<file path="src/design/emb_pkg.sv">
// constants, register map and types for the emulation memory board host controller
// assumes a 20 MHz clock and one board of asynchronous static ram on the memory bus
package emb_pkg;
    localparam int ADDR_W = 19;
    localparam int DATA_W = 16;
    localparam int ID_W = 9;
    localparam int AVS_ADDR_W = 5;

    // avalon byte addresses
    localparam logic [4:0] REG_CTRL = 5'h00;
    localparam logic [4:0] REG_ADDR = 5'h04;
    localparam logic [4:0] REG_WDATA = 5'h08;
    localparam logic [4:0] REG_RDATA = 5'h0c;
    localparam logic [4:0] REG_STATUS = 5'h10;
    localparam logic [4:0] REG_ID = 5'h14;

    // field positions
    localparam int CTRL_GO = 0;
    localparam int CTRL_OP_LSB = 1;
    localparam int CTRL_BE_LSB = 3;
    localparam int STAT_BUSY = 0;
    localparam int STAT_DONE = 1;

    // reset values
    localparam logic [ADDR_W-1:0] RST_ADDR = 19'h00000;
    localparam logic [DATA_W-1:0] RST_DATA = 16'h0000;
    localparam logic [ID_W-1:0] RST_ID = 9'h000;
    localparam logic [1:0] RST_BE = 2'h3;

    // timing
    localparam int CLK_PERIOD_NS = 50;
    localparam int ACCESS_NS = 70;
    localparam int ACCESS_CYC = (ACCESS_NS + CLK_PERIOD_NS - 1) / CLK_PERIOD_NS;
    localparam int SYNC_CYC = 2;

    typedef enum logic [1:0] {
        EMB_OP_READ = 2'h0,
        EMB_OP_WRITE = 2'h1,
        EMB_OP_ID = 2'h2
    } emb_op_t;

    typedef enum logic [1:0] {
        EMB_IDLE = 2'h0,
        EMB_SETUP = 2'h1,
        EMB_STROBE = 2'h3,
        EMB_HOLD = 2'h2
    } emb_state_t;
endpackage

</file>
<file path="src/design/emb_seq_if.sv">
// request and answer between the register front end and the pin sequencer
// assumes both ends run on the same clock
`timescale 1ns/100ps
interface emb_seq_if;
    logic req;
    emb_pkg::emb_op_t op;
    logic [emb_pkg::ADDR_W-1:0] addr;
    logic [emb_pkg::DATA_W-1:0] wdata;
    logic [1:0] be;
    logic busy;
    logic done;
    logic [emb_pkg::DATA_W-1:0] rdata;
    logic [emb_pkg::ID_W-1:0] id;

    modport ctl (output req, op, addr, wdata, be, input busy, done, rdata, id);
    modport seq (input req, op, addr, wdata, be, output busy, done, rdata, id);
endinterface

</file>
<file path="src/design/emb_pin_seq.sv">
// pin sequencer: runs one ram read, ram write or id read on the board pins
// assumes pin inputs are asynchronous to clock; all pin outputs come from flip-flops
`timescale 1ns/100ps
module emb_pin_seq #(
    parameter int ACCESS_CYC = emb_pkg::ACCESS_CYC
) (
    input wire logic clock,
    input wire logic sys_rst,
    emb_seq_if.seq sq,
    output logic [emb_pkg::ADDR_W-1:0] mem_addr_n,
    input wire logic [emb_pkg::DATA_W-1:0] emu_data_bus_n_in,
    output logic [emb_pkg::DATA_W-1:0] emu_data_bus_n_out,
    output logic emu_data_bus_n_oe,
    output logic read_not_write,
    output logic write_low_byte_n,
    output logic write_high_byte_n,
    output logic id_enable_n,
    output logic slot_select_n,
    output logic cpu_strobe_n,
    input wire logic [emb_pkg::ID_W-1:0] id_data_n
);
    // read data must settle through the ram and the two-stage synchroniser
    localparam int WAIT_CYC = ACCESS_CYC + emb_pkg::SYNC_CYC;
    localparam logic [3:0] WAIT_LAST = 4'(WAIT_CYC - 1);

    initial begin
        if (ACCESS_CYC < 1 || WAIT_CYC > 16) begin
            $error("emb_pin_seq: ACCESS_CYC out of range");
        end
    end

    emb_pkg::emb_state_t state_r;
    emb_pkg::emb_op_t op_r;
    logic [3:0] cnt_r;
    logic [emb_pkg::DATA_W-1:0] data_meta_r, data_sync_r;
    logic [emb_pkg::ID_W-1:0] id_meta_r, id_sync_r;
    logic done_r;
    logic [emb_pkg::DATA_W-1:0] rdata_r;
    logic [emb_pkg::ID_W-1:0] id_r;

    assign sq.busy = (state_r != emb_pkg::EMB_IDLE);
    assign sq.done = done_r;
    assign sq.rdata = rdata_r;
    assign sq.id = id_r;

    always_ff @(posedge clock) begin
        data_meta_r <= emu_data_bus_n_in;
        data_sync_r <= data_meta_r;
        id_meta_r <= id_data_n;
        id_sync_r <= id_meta_r;
    end

    always_ff @(posedge clock) begin
        if (sys_rst) begin
            state_r <= emb_pkg::EMB_IDLE;
            op_r <= emb_pkg::EMB_OP_READ;
            cnt_r <= 4'h0;
        end else begin
            case (state_r)
                emb_pkg::EMB_IDLE: begin
                    if (sq.req) begin
                        state_r <= emb_pkg::EMB_SETUP;
                        op_r <= sq.op;
                    end
                end
                emb_pkg::EMB_SETUP: begin
                    state_r <= emb_pkg::EMB_STROBE;
                    cnt_r <= 4'h0;
                end
                emb_pkg::EMB_STROBE: begin
                    cnt_r <= cnt_r + 4'h1;
                    if (cnt_r == WAIT_LAST) begin
                        state_r <= emb_pkg::EMB_HOLD;
                    end
                end
                default: begin
                    state_r <= emb_pkg::EMB_IDLE;
                end
            endcase
        end
    end

    always_ff @(posedge clock) begin
        if (sys_rst) begin
            mem_addr_n <= '1;
            emu_data_bus_n_out <= '1;
            emu_data_bus_n_oe <= 1'b0;
            read_not_write <= 1'b1;
            write_low_byte_n <= 1'b1;
            write_high_byte_n <= 1'b1;
            id_enable_n <= 1'b1;
            slot_select_n <= 1'b1;
            cpu_strobe_n <= 1'b1;
        end else begin
            case (state_r)
                emb_pkg::EMB_IDLE: begin
                    // direction turns toward us only after our drivers are off
                    read_not_write <= 1'b1;
                    if (sq.req && sq.op != emb_pkg::EMB_OP_ID) begin
                        mem_addr_n <= ~sq.addr;
                        emu_data_bus_n_out <= ~sq.wdata;
                        if (sq.op == emb_pkg::EMB_OP_WRITE) begin
                            read_not_write <= 1'b0;
                            emu_data_bus_n_oe <= 1'b1;
                        end
                    end
                    if (sq.req && sq.op == emb_pkg::EMB_OP_ID) begin
                        slot_select_n <= 1'b0;
                        id_enable_n <= 1'b0;
                    end
                end
                emb_pkg::EMB_SETUP: begin
                    if (op_r == emb_pkg::EMB_OP_WRITE) begin
                        write_low_byte_n <= ~sq.be[0];
                        write_high_byte_n <= ~sq.be[1];
                    end
                    if (op_r == emb_pkg::EMB_OP_ID) begin
                        // low strobe on an id read: we have let go of the data bus
                        cpu_strobe_n <= 1'b0;
                    end
                end
                emb_pkg::EMB_STROBE: begin
                    if (cnt_r == WAIT_LAST) begin
                        write_low_byte_n <= 1'b1;
                        write_high_byte_n <= 1'b1;
                        cpu_strobe_n <= 1'b1;
                    end
                end
                default: begin
                    // data held one cycle past the strobes, then released
                    emu_data_bus_n_oe <= 1'b0;
                    id_enable_n <= 1'b1;
                    slot_select_n <= 1'b1;
                end
            endcase
        end
    end

    always_ff @(posedge clock) begin
        if (sys_rst) begin
            rdata_r <= emb_pkg::RST_DATA;
            id_r <= emb_pkg::RST_ID;
            done_r <= 1'b0;
        end else begin
            done_r <= (state_r == emb_pkg::EMB_HOLD);
            if (state_r == emb_pkg::EMB_STROBE && cnt_r == WAIT_LAST) begin
                if (op_r == emb_pkg::EMB_OP_READ) begin
                    rdata_r <= ~data_sync_r;
                end
                if (op_r == emb_pkg::EMB_OP_ID) begin
                    id_r <= ~id_sync_r;
                end
            end
        end
    end
endmodule

</file>
<file path="src/design/emb_mem_host.sv">
// host controller for the emulation memory board: avalon-mm register front end
// assumes software on avalon-mm with waitrequest; board pins wired through emb_pin_seq
// Function
// - bus has 19 address, 16 data lines, direction and two byte strobes
// - controller drives address lines active low
// - direction low turns transceivers so controller data reaches the ram
// - low-byte strobe low writes data bits 0 to 7
// - high-byte strobe low writes data bits 8 to 15
// - strobe low means data valid on write, bus released on read
// - slot select buffer enabled only while slot select is low
// - alone, the compatibility jumper sits in its default lower position
`timescale 1ns/100ps
module emb_mem_host #(
    parameter int ACCESS_CYC = emb_pkg::ACCESS_CYC
) (
    input wire logic clock,
    input wire logic sys_rst,
    input wire logic [emb_pkg::AVS_ADDR_W-1:0] avs_address,
    input wire logic avs_read,
    input wire logic avs_write,
    input wire logic [31:0] avs_writedata,
    input wire logic [3:0] avs_byteenable,
    output logic [31:0] avs_readdata,
    output logic avs_waitrequest,
    output logic [emb_pkg::ADDR_W-1:0] mem_addr_n,
    input wire logic [emb_pkg::DATA_W-1:0] emu_data_bus_n_in,
    output logic [emb_pkg::DATA_W-1:0] emu_data_bus_n_out,
    output logic emu_data_bus_n_oe,
    output logic read_not_write,
    output logic write_low_byte_n,
    output logic write_high_byte_n,
    output logic id_enable_n,
    output logic slot_select_n,
    output logic cpu_strobe_n,
    input wire logic [emb_pkg::ID_W-1:0] id_data_n
);
    initial begin
        if (ACCESS_CYC < 1) begin
            $error("emb_mem_host: ACCESS_CYC must be at least 1");
        end
    end

    emb_seq_if sq ();

    logic [emb_pkg::ADDR_W-1:0] addr_r;
    logic [emb_pkg::DATA_W-1:0] wdata_r;
    logic [1:0] be_r;
    emb_pkg::emb_op_t op_r;
    logic req_r;
    logic done_r;
    logic take;
    logic wr_take;
    logic [31:0] rd_word;

    // merge a write into a register honouring avalon byte enables
    function automatic logic [31:0] emb_merge(input logic [31:0] old,
                                              input logic [31:0] din,
                                              input logic [3:0] be);
        logic [31:0] res;
        res = old;
        for (int i = 0; i < 4; i++) begin
            if (be[i]) begin
                res[8*i +: 8] = din[8*i +: 8];
            end
        end
        return res;
    endfunction

    // a request is taken once, in the cycle it appears, and answered in the cycle after
    assign take = (avs_read || avs_write) && avs_waitrequest;
    assign wr_take = take && avs_write;

    assign sq.req = req_r;
    assign sq.op = op_r;
    assign sq.addr = addr_r;
    assign sq.wdata = wdata_r;
    assign sq.be = be_r;

    always_ff @(posedge clock) begin
        if (sys_rst) begin
            avs_waitrequest <= 1'b1;
        end else begin
            avs_waitrequest <= ~take;
        end
    end

    always_ff @(posedge clock) begin
        if (sys_rst) begin
            addr_r <= emb_pkg::RST_ADDR;
            wdata_r <= emb_pkg::RST_DATA;
        end else if (wr_take && avs_address == emb_pkg::REG_ADDR) begin
            // full 19-bit word address; no mixed-board remapping is done here
            addr_r <= emb_pkg::ADDR_W'(emb_merge(32'(addr_r), avs_writedata, avs_byteenable));
        end else if (wr_take && avs_address == emb_pkg::REG_WDATA) begin
            wdata_r <= emb_pkg::DATA_W'(emb_merge(32'(wdata_r), avs_writedata, avs_byteenable));
        end
    end

    // a control write while busy or pending is ignored whole, op and lanes included
    always_ff @(posedge clock) begin
        if (sys_rst) begin
            req_r <= 1'b0;
            op_r <= emb_pkg::EMB_OP_READ;
            be_r <= emb_pkg::RST_BE;
        end else begin
            req_r <= 1'b0;
            if (wr_take && avs_address == emb_pkg::REG_CTRL && avs_byteenable[0]
                && !sq.busy && !req_r) begin
                op_r <= emb_pkg::emb_op_t'(avs_writedata[emb_pkg::CTRL_OP_LSB +: 2]);
                be_r <= avs_writedata[emb_pkg::CTRL_BE_LSB +: 2];
                req_r <= avs_writedata[emb_pkg::CTRL_GO];
            end
        end
    end

    // done is sticky; a new completion beats a write-one-to-clear in the same cycle
    always_ff @(posedge clock) begin
        if (sys_rst) begin
            done_r <= 1'b0;
        end else if (sq.done) begin
            done_r <= 1'b1;
        end else if (wr_take && avs_address == emb_pkg::REG_STATUS && avs_byteenable[0]
                     && avs_writedata[emb_pkg::STAT_DONE]) begin
            done_r <= 1'b0;
        end
    end

    always_comb begin
        rd_word = 32'h00000000;
        if (avs_address == emb_pkg::REG_CTRL) begin
            rd_word[emb_pkg::CTRL_OP_LSB +: 2] = op_r;
            rd_word[emb_pkg::CTRL_BE_LSB +: 2] = be_r;
        end else if (avs_address == emb_pkg::REG_ADDR) begin
            rd_word = 32'(addr_r);
        end else if (avs_address == emb_pkg::REG_WDATA) begin
            rd_word = 32'(wdata_r);
        end else if (avs_address == emb_pkg::REG_RDATA) begin
            rd_word = 32'(sq.rdata);
        end else if (avs_address == emb_pkg::REG_STATUS) begin
            rd_word[emb_pkg::STAT_BUSY] = sq.busy | req_r;
            rd_word[emb_pkg::STAT_DONE] = done_r;
        end else if (avs_address == emb_pkg::REG_ID) begin
            rd_word = 32'(sq.id);
        end
    end

    always_ff @(posedge clock) begin
        if (sys_rst) begin
            avs_readdata <= 32'h00000000;
        end else if (take && avs_read) begin
            avs_readdata <= rd_word;
        end
    end

    emb_pin_seq #(
        .ACCESS_CYC(ACCESS_CYC)
    ) u_seq (
        .clock(clock),
        .sys_rst(sys_rst),
        .sq(sq.seq),
        .mem_addr_n(mem_addr_n),
        .emu_data_bus_n_in(emu_data_bus_n_in),
        .emu_data_bus_n_out(emu_data_bus_n_out),
        .emu_data_bus_n_oe(emu_data_bus_n_oe),
        .read_not_write(read_not_write),
        .write_low_byte_n(write_low_byte_n),
        .write_high_byte_n(write_high_byte_n),
        .id_enable_n(id_enable_n),
        .slot_select_n(slot_select_n),
        .cpu_strobe_n(cpu_strobe_n),
        .id_data_n(id_data_n)
    );
endmodule

</file>
<file path="config.mk">
export PLATFORM = sky130hd
export DESIGN_NAME = emb_mem_host
export DESIGN_NICKNAME = d
export VERILOG_FILES = /design/src/design/emb_pkg.sv /design/src/design/emb_seq_if.sv /design/src/design/emb_pin_seq.sv /design/src/design/emb_mem_host.sv
export SDC_FILE = /design/constraint.sdc
export NUM_CORES = 1
export LEC_CHECK = 0
export BUFFER_PORTS_ARGS = -buffer_cell sky130_fd_sc_hd__clkbuf_2
export CAP_MARGIN = 30
export CORE_ASPECT_RATIO = 1.5
export CORE_MARGIN = 1
export CORE_UTILIZATION = 57
export DETAILED_ROUTE_END_ITERATION = 12
export PLACE_DENSITY_LB_ADDON = 0.08
export SLEW_MARGIN = 10
export SYNTH_ARGS = -nofsm -noshare
export SYNTH_HDL_FRONTEND = slang
export SYNTH_SLANG_ARGS = --single-unit
</file>
<file path="constraint.sdc">
create_clock -name clock -period 5.15 [get_ports clock]
set_input_delay 0.515 -clock clock [delete_from_list [all_inputs] [get_ports clock]]
set_output_delay 0.515 -clock clock [all_outputs]
set_load 0.02 [all_outputs]
</file>
==> metrics.md <==
| Metric | Value |
|---|---|
| # DRC | 0 |
| Met3 GRT Util | 5.55% |
| Number of global-route vias before repair | 4,519 |
| Share of layout cells above drive strength 1 | 22.5% |
| Met1 usage | 30.7% |
| Combinational share of power | 3.8% |
| Worst path top cell family by delay | simple AND/OR/NAND/NOR gates |
| Die Ht | 133 µm |
| Fill count | 928 |
| CTS root buf | clkbuf_16 |
| Crit path max-delay cell type | nor3b_1 |
| Slowest stage delay, CP | 430 ps |
| DPL Wire Length | 10,300 µm |
| Status | complete, no violations |
| Number of routed nets with antenna violations | 0 |
| Most common flop cell mapped by yosys | dfxtp_1 |
| Fmax | 477 MHz |
| Clock Tree Buf Depth | 2 |
| Layout net count | 818 |
| Yosys cell types | 50 |
| Clk_lat worst skew | 420 ps |
| Via/cell ratio | 5.42 |
| Initial Utilization | 58.9% |
| Setup Skew | 9.47 ps |
| DR pass1 iterations | 4 |
| Post-cts sizing count | 0 |
| N_diodes | 0 |
| CP Launch Type | flip-flop |
| CTS Buf Count | 17 |
| Sequential cell area fraction in the yosys report | 57.2% |
| CTS tree | done |
| Clk pwr share | 44.2% |
| H-tree depth | 4 |
| CP arrival | 2420 ps |
| Initial antenna violation count | 1 |
| DR vias | 4,918 |
| TritonCTS Sinks | 186 |
| Unrepaired setup endpoints after global routing | no |
| First-pass GRT wire length | 21,900 µm |
| Hold Path Class | in -> reg |
| Sw Pwr | 0.000665 W |
| Leakage power | 3.16 nW |
| WP data required | 5470 ps |
| Buffers and inverters on the worst path | 1 |
| Commonest non-fill, non-tap cells in the layout | dfxtp_1, clkbuf_2, nor2_1 |
| Post-synth EDFFs | 0 |
| Gr ovfl total | 0 |
| CP Cell Sequence | ha_1, nor3b_1, nor4b_4, buf_4, nor2_1, a211oi_1 |
| Synthesis-stage register bit count | 186 |
| Final hold violation count | 0 |
| Max-slew headroom | 42.3% |
| Fin. max-slew vios | 0 |
| PwrDens | 367 nW/µm² |
| Max-Cap Viols | 0 |
| Seq pwr share | 52.0% |
| I/O pins | 145 |
| Grt peak-use layer | met2 |
| YS warnings | 0 |
| Final wirelength | 13,900 µm |
| Die width | 89.3 µm |
| Core area | 11,100 µm² |
| Post-CTS setup buffer count | 0 |
| Initial drt markers | 277 |
| Crit Path Max Fanout | 32 |
| Setup violators final | 0 |
| Area growth, synth to finish | 18.2% |
| Synth Cell Area | 6510 µm² |
| CTS Hold Bufs | 0 |
| Hold WS | 194 ps |
| Cell count after synthesis | 647 |
| Avg WL per Cell | 15.4 µm |
| # rows | 47 |
| Worst vdd ir | 0.000269 V |
| Ys async rst share | 0% |
| Setup TNS | 0 ps |
| Syn Area/Cell | 10.1 µm² |
| Input/output buffers | 117 |
| Routability Congestion | 0.891 |
| Endpoint type of the worst setup path | flip-flop |
| Seq. cell area | 3720 µm² |
| Cell internal pwr | 0.00216 W |
| Most common cell after layout, fill and taps aside | dfxtp_1 |
| Largest net degree at the start of global routing | 87 |
| Setup slack after layout | 3060 ps |
| Clock Pin Slew Worst Setup and Hold Paths | 70 ps |
| Setup CP Type | reg -> reg |
| Met2 usage | 39.2% |
| Fin crit share | 40.7% |
| Tmin final | 2090 ps |
| DP Worst Slack | 2670 ps |
| Switching Fraction | 23.5% |
| Total GRT Usage | 24.2% |
| Pwr Total | 0.00283 W |
| Worst-margin pin slew | 865 ps |
| Footprint of the multi-input gates | 2560 µm² |
| DIE AREA | 11,900 µm² |
## final timing paths
| check | from | end | slack (ps) | depth (start not counted) |
|---|---|---|---|---|
| setup reg to reg | u_seq.cnt_r[0] | u_seq.sq.rdata[14] | 3060 | 6 |
| hold / removal | id_data_n[2] | u_seq.id_meta_r[2] | 190 | 1 |
| hold reg to reg | u_seq.data_meta_r[15] | u_seq.data_sync_r[15] | 330 | 0 |
| setup / recovery | u_seq.cnt_r[0] | u_seq.sq.rdata[14] | 3060 | 6 |
## power groups by stage
stage                     Clock [W]  Sequential, W  Combinational [W]
after floorplan                   0        0.00151          0.0000691
after global placement            0        0.00150           0.000104
after detailed placement          0        0.00150           0.000107
after CTS                   0.00127        0.00147           0.000107
after global routing        0.00133        0.00147           0.000117
final                       0.00125        0.00147           0.000108
## per-stage QoR
| stage | util (%) | std cells | cell area (µm²) |
|---|---|---|---|
| 2_1_floorplan | - | 659 | 6560 |
| 3_3_place_gp | 64.4 | 875 | 7120 |
| 3_5_place_dp | 64.4 | 875 | 7120 |
| 4_1_cts | 69.6 | 907 | 7700 |
| 5_1_grt | 69.6 | 907 | 7700 |
| 6_report | 69.6 | 907 | 7700 |
## metal layers
layer	part of all wire (%)	vias to the layer above	wire [µm]
li1	-	2473	-
met1	44	2275	6080
met2	48	133	6720
met3	5.0	35	691
met4	3.0	2	424
met5	0.093	-	13
## registers in the layout, summed over array words and instances, names as in the netlist, 16 cells and up
| register | flops |
|---|---|
| u_seq.data_sync_r | 16 |
| avs_readdata | 19 |
| sq.wdata | 16 |
| addr_r | 19 |
| u_seq.emu_data_bus_n_out | 16 |
| u_seq.mem_addr_n | 19 |
| u_seq.sq.rdata | 16 |
| u_seq.data_meta_r | 16 |
## cell families (layout without fill, tap and decap cells)
family	Yosys count	count (layout)	synth area share (%)
flops	186	186	57.2
other cells	1	13	0.0576
fa+ha+maj	1	1	0.192
mux	49	49	7.68
simple gates	223	223	16.6
compound gates	128	128	13.8
buf+inv	59	160	4.47
## cell type report
| cell class | instances | area share (%) |
|---|---|---|
| Sequential cell | 186 | 48.4 |
| Timing Repair Buffer | 122 | 8.09 |
| Clock inverter | 13 | 1.67 |
| Multi-Input combinational cell | 414 | 33.3 |
| Inverter | 6 | 0.292 |
| Clock buffer | 19 | 5.88 |
| Tap cell | 147 | 2.39 |
## synth_stat cells (all sizes together) (4+ instances only)
library cell / number / share of area, %
a21oi: 13 / 1.0
and3: 4 / 0.38
nor2b: 7 / 0.67
mux2: 8 / 1.4
buf: 25 / 2.5
inv: 5 / 0.29
nand3: 16 / 1.2
mux2i: 41 / 6.3
a221oi: 4 / 0.54
dfxtp: 186 / 57
nand2b: 8 / 0.77
nor2: 79 / 4.6
a22o: 4 / 0.54
nand2: 74 / 4.3
a211oi: 27 / 3.1
o211ai: 36 / 4.1
nor3: 11 / 1.6
clkbuf: 28 / 1.6
a22oi: 9 / 1.0
nor4bb: 4 / 0.61
o21ai: 20 / 1.5
Power figures use the tool's default switching activity.
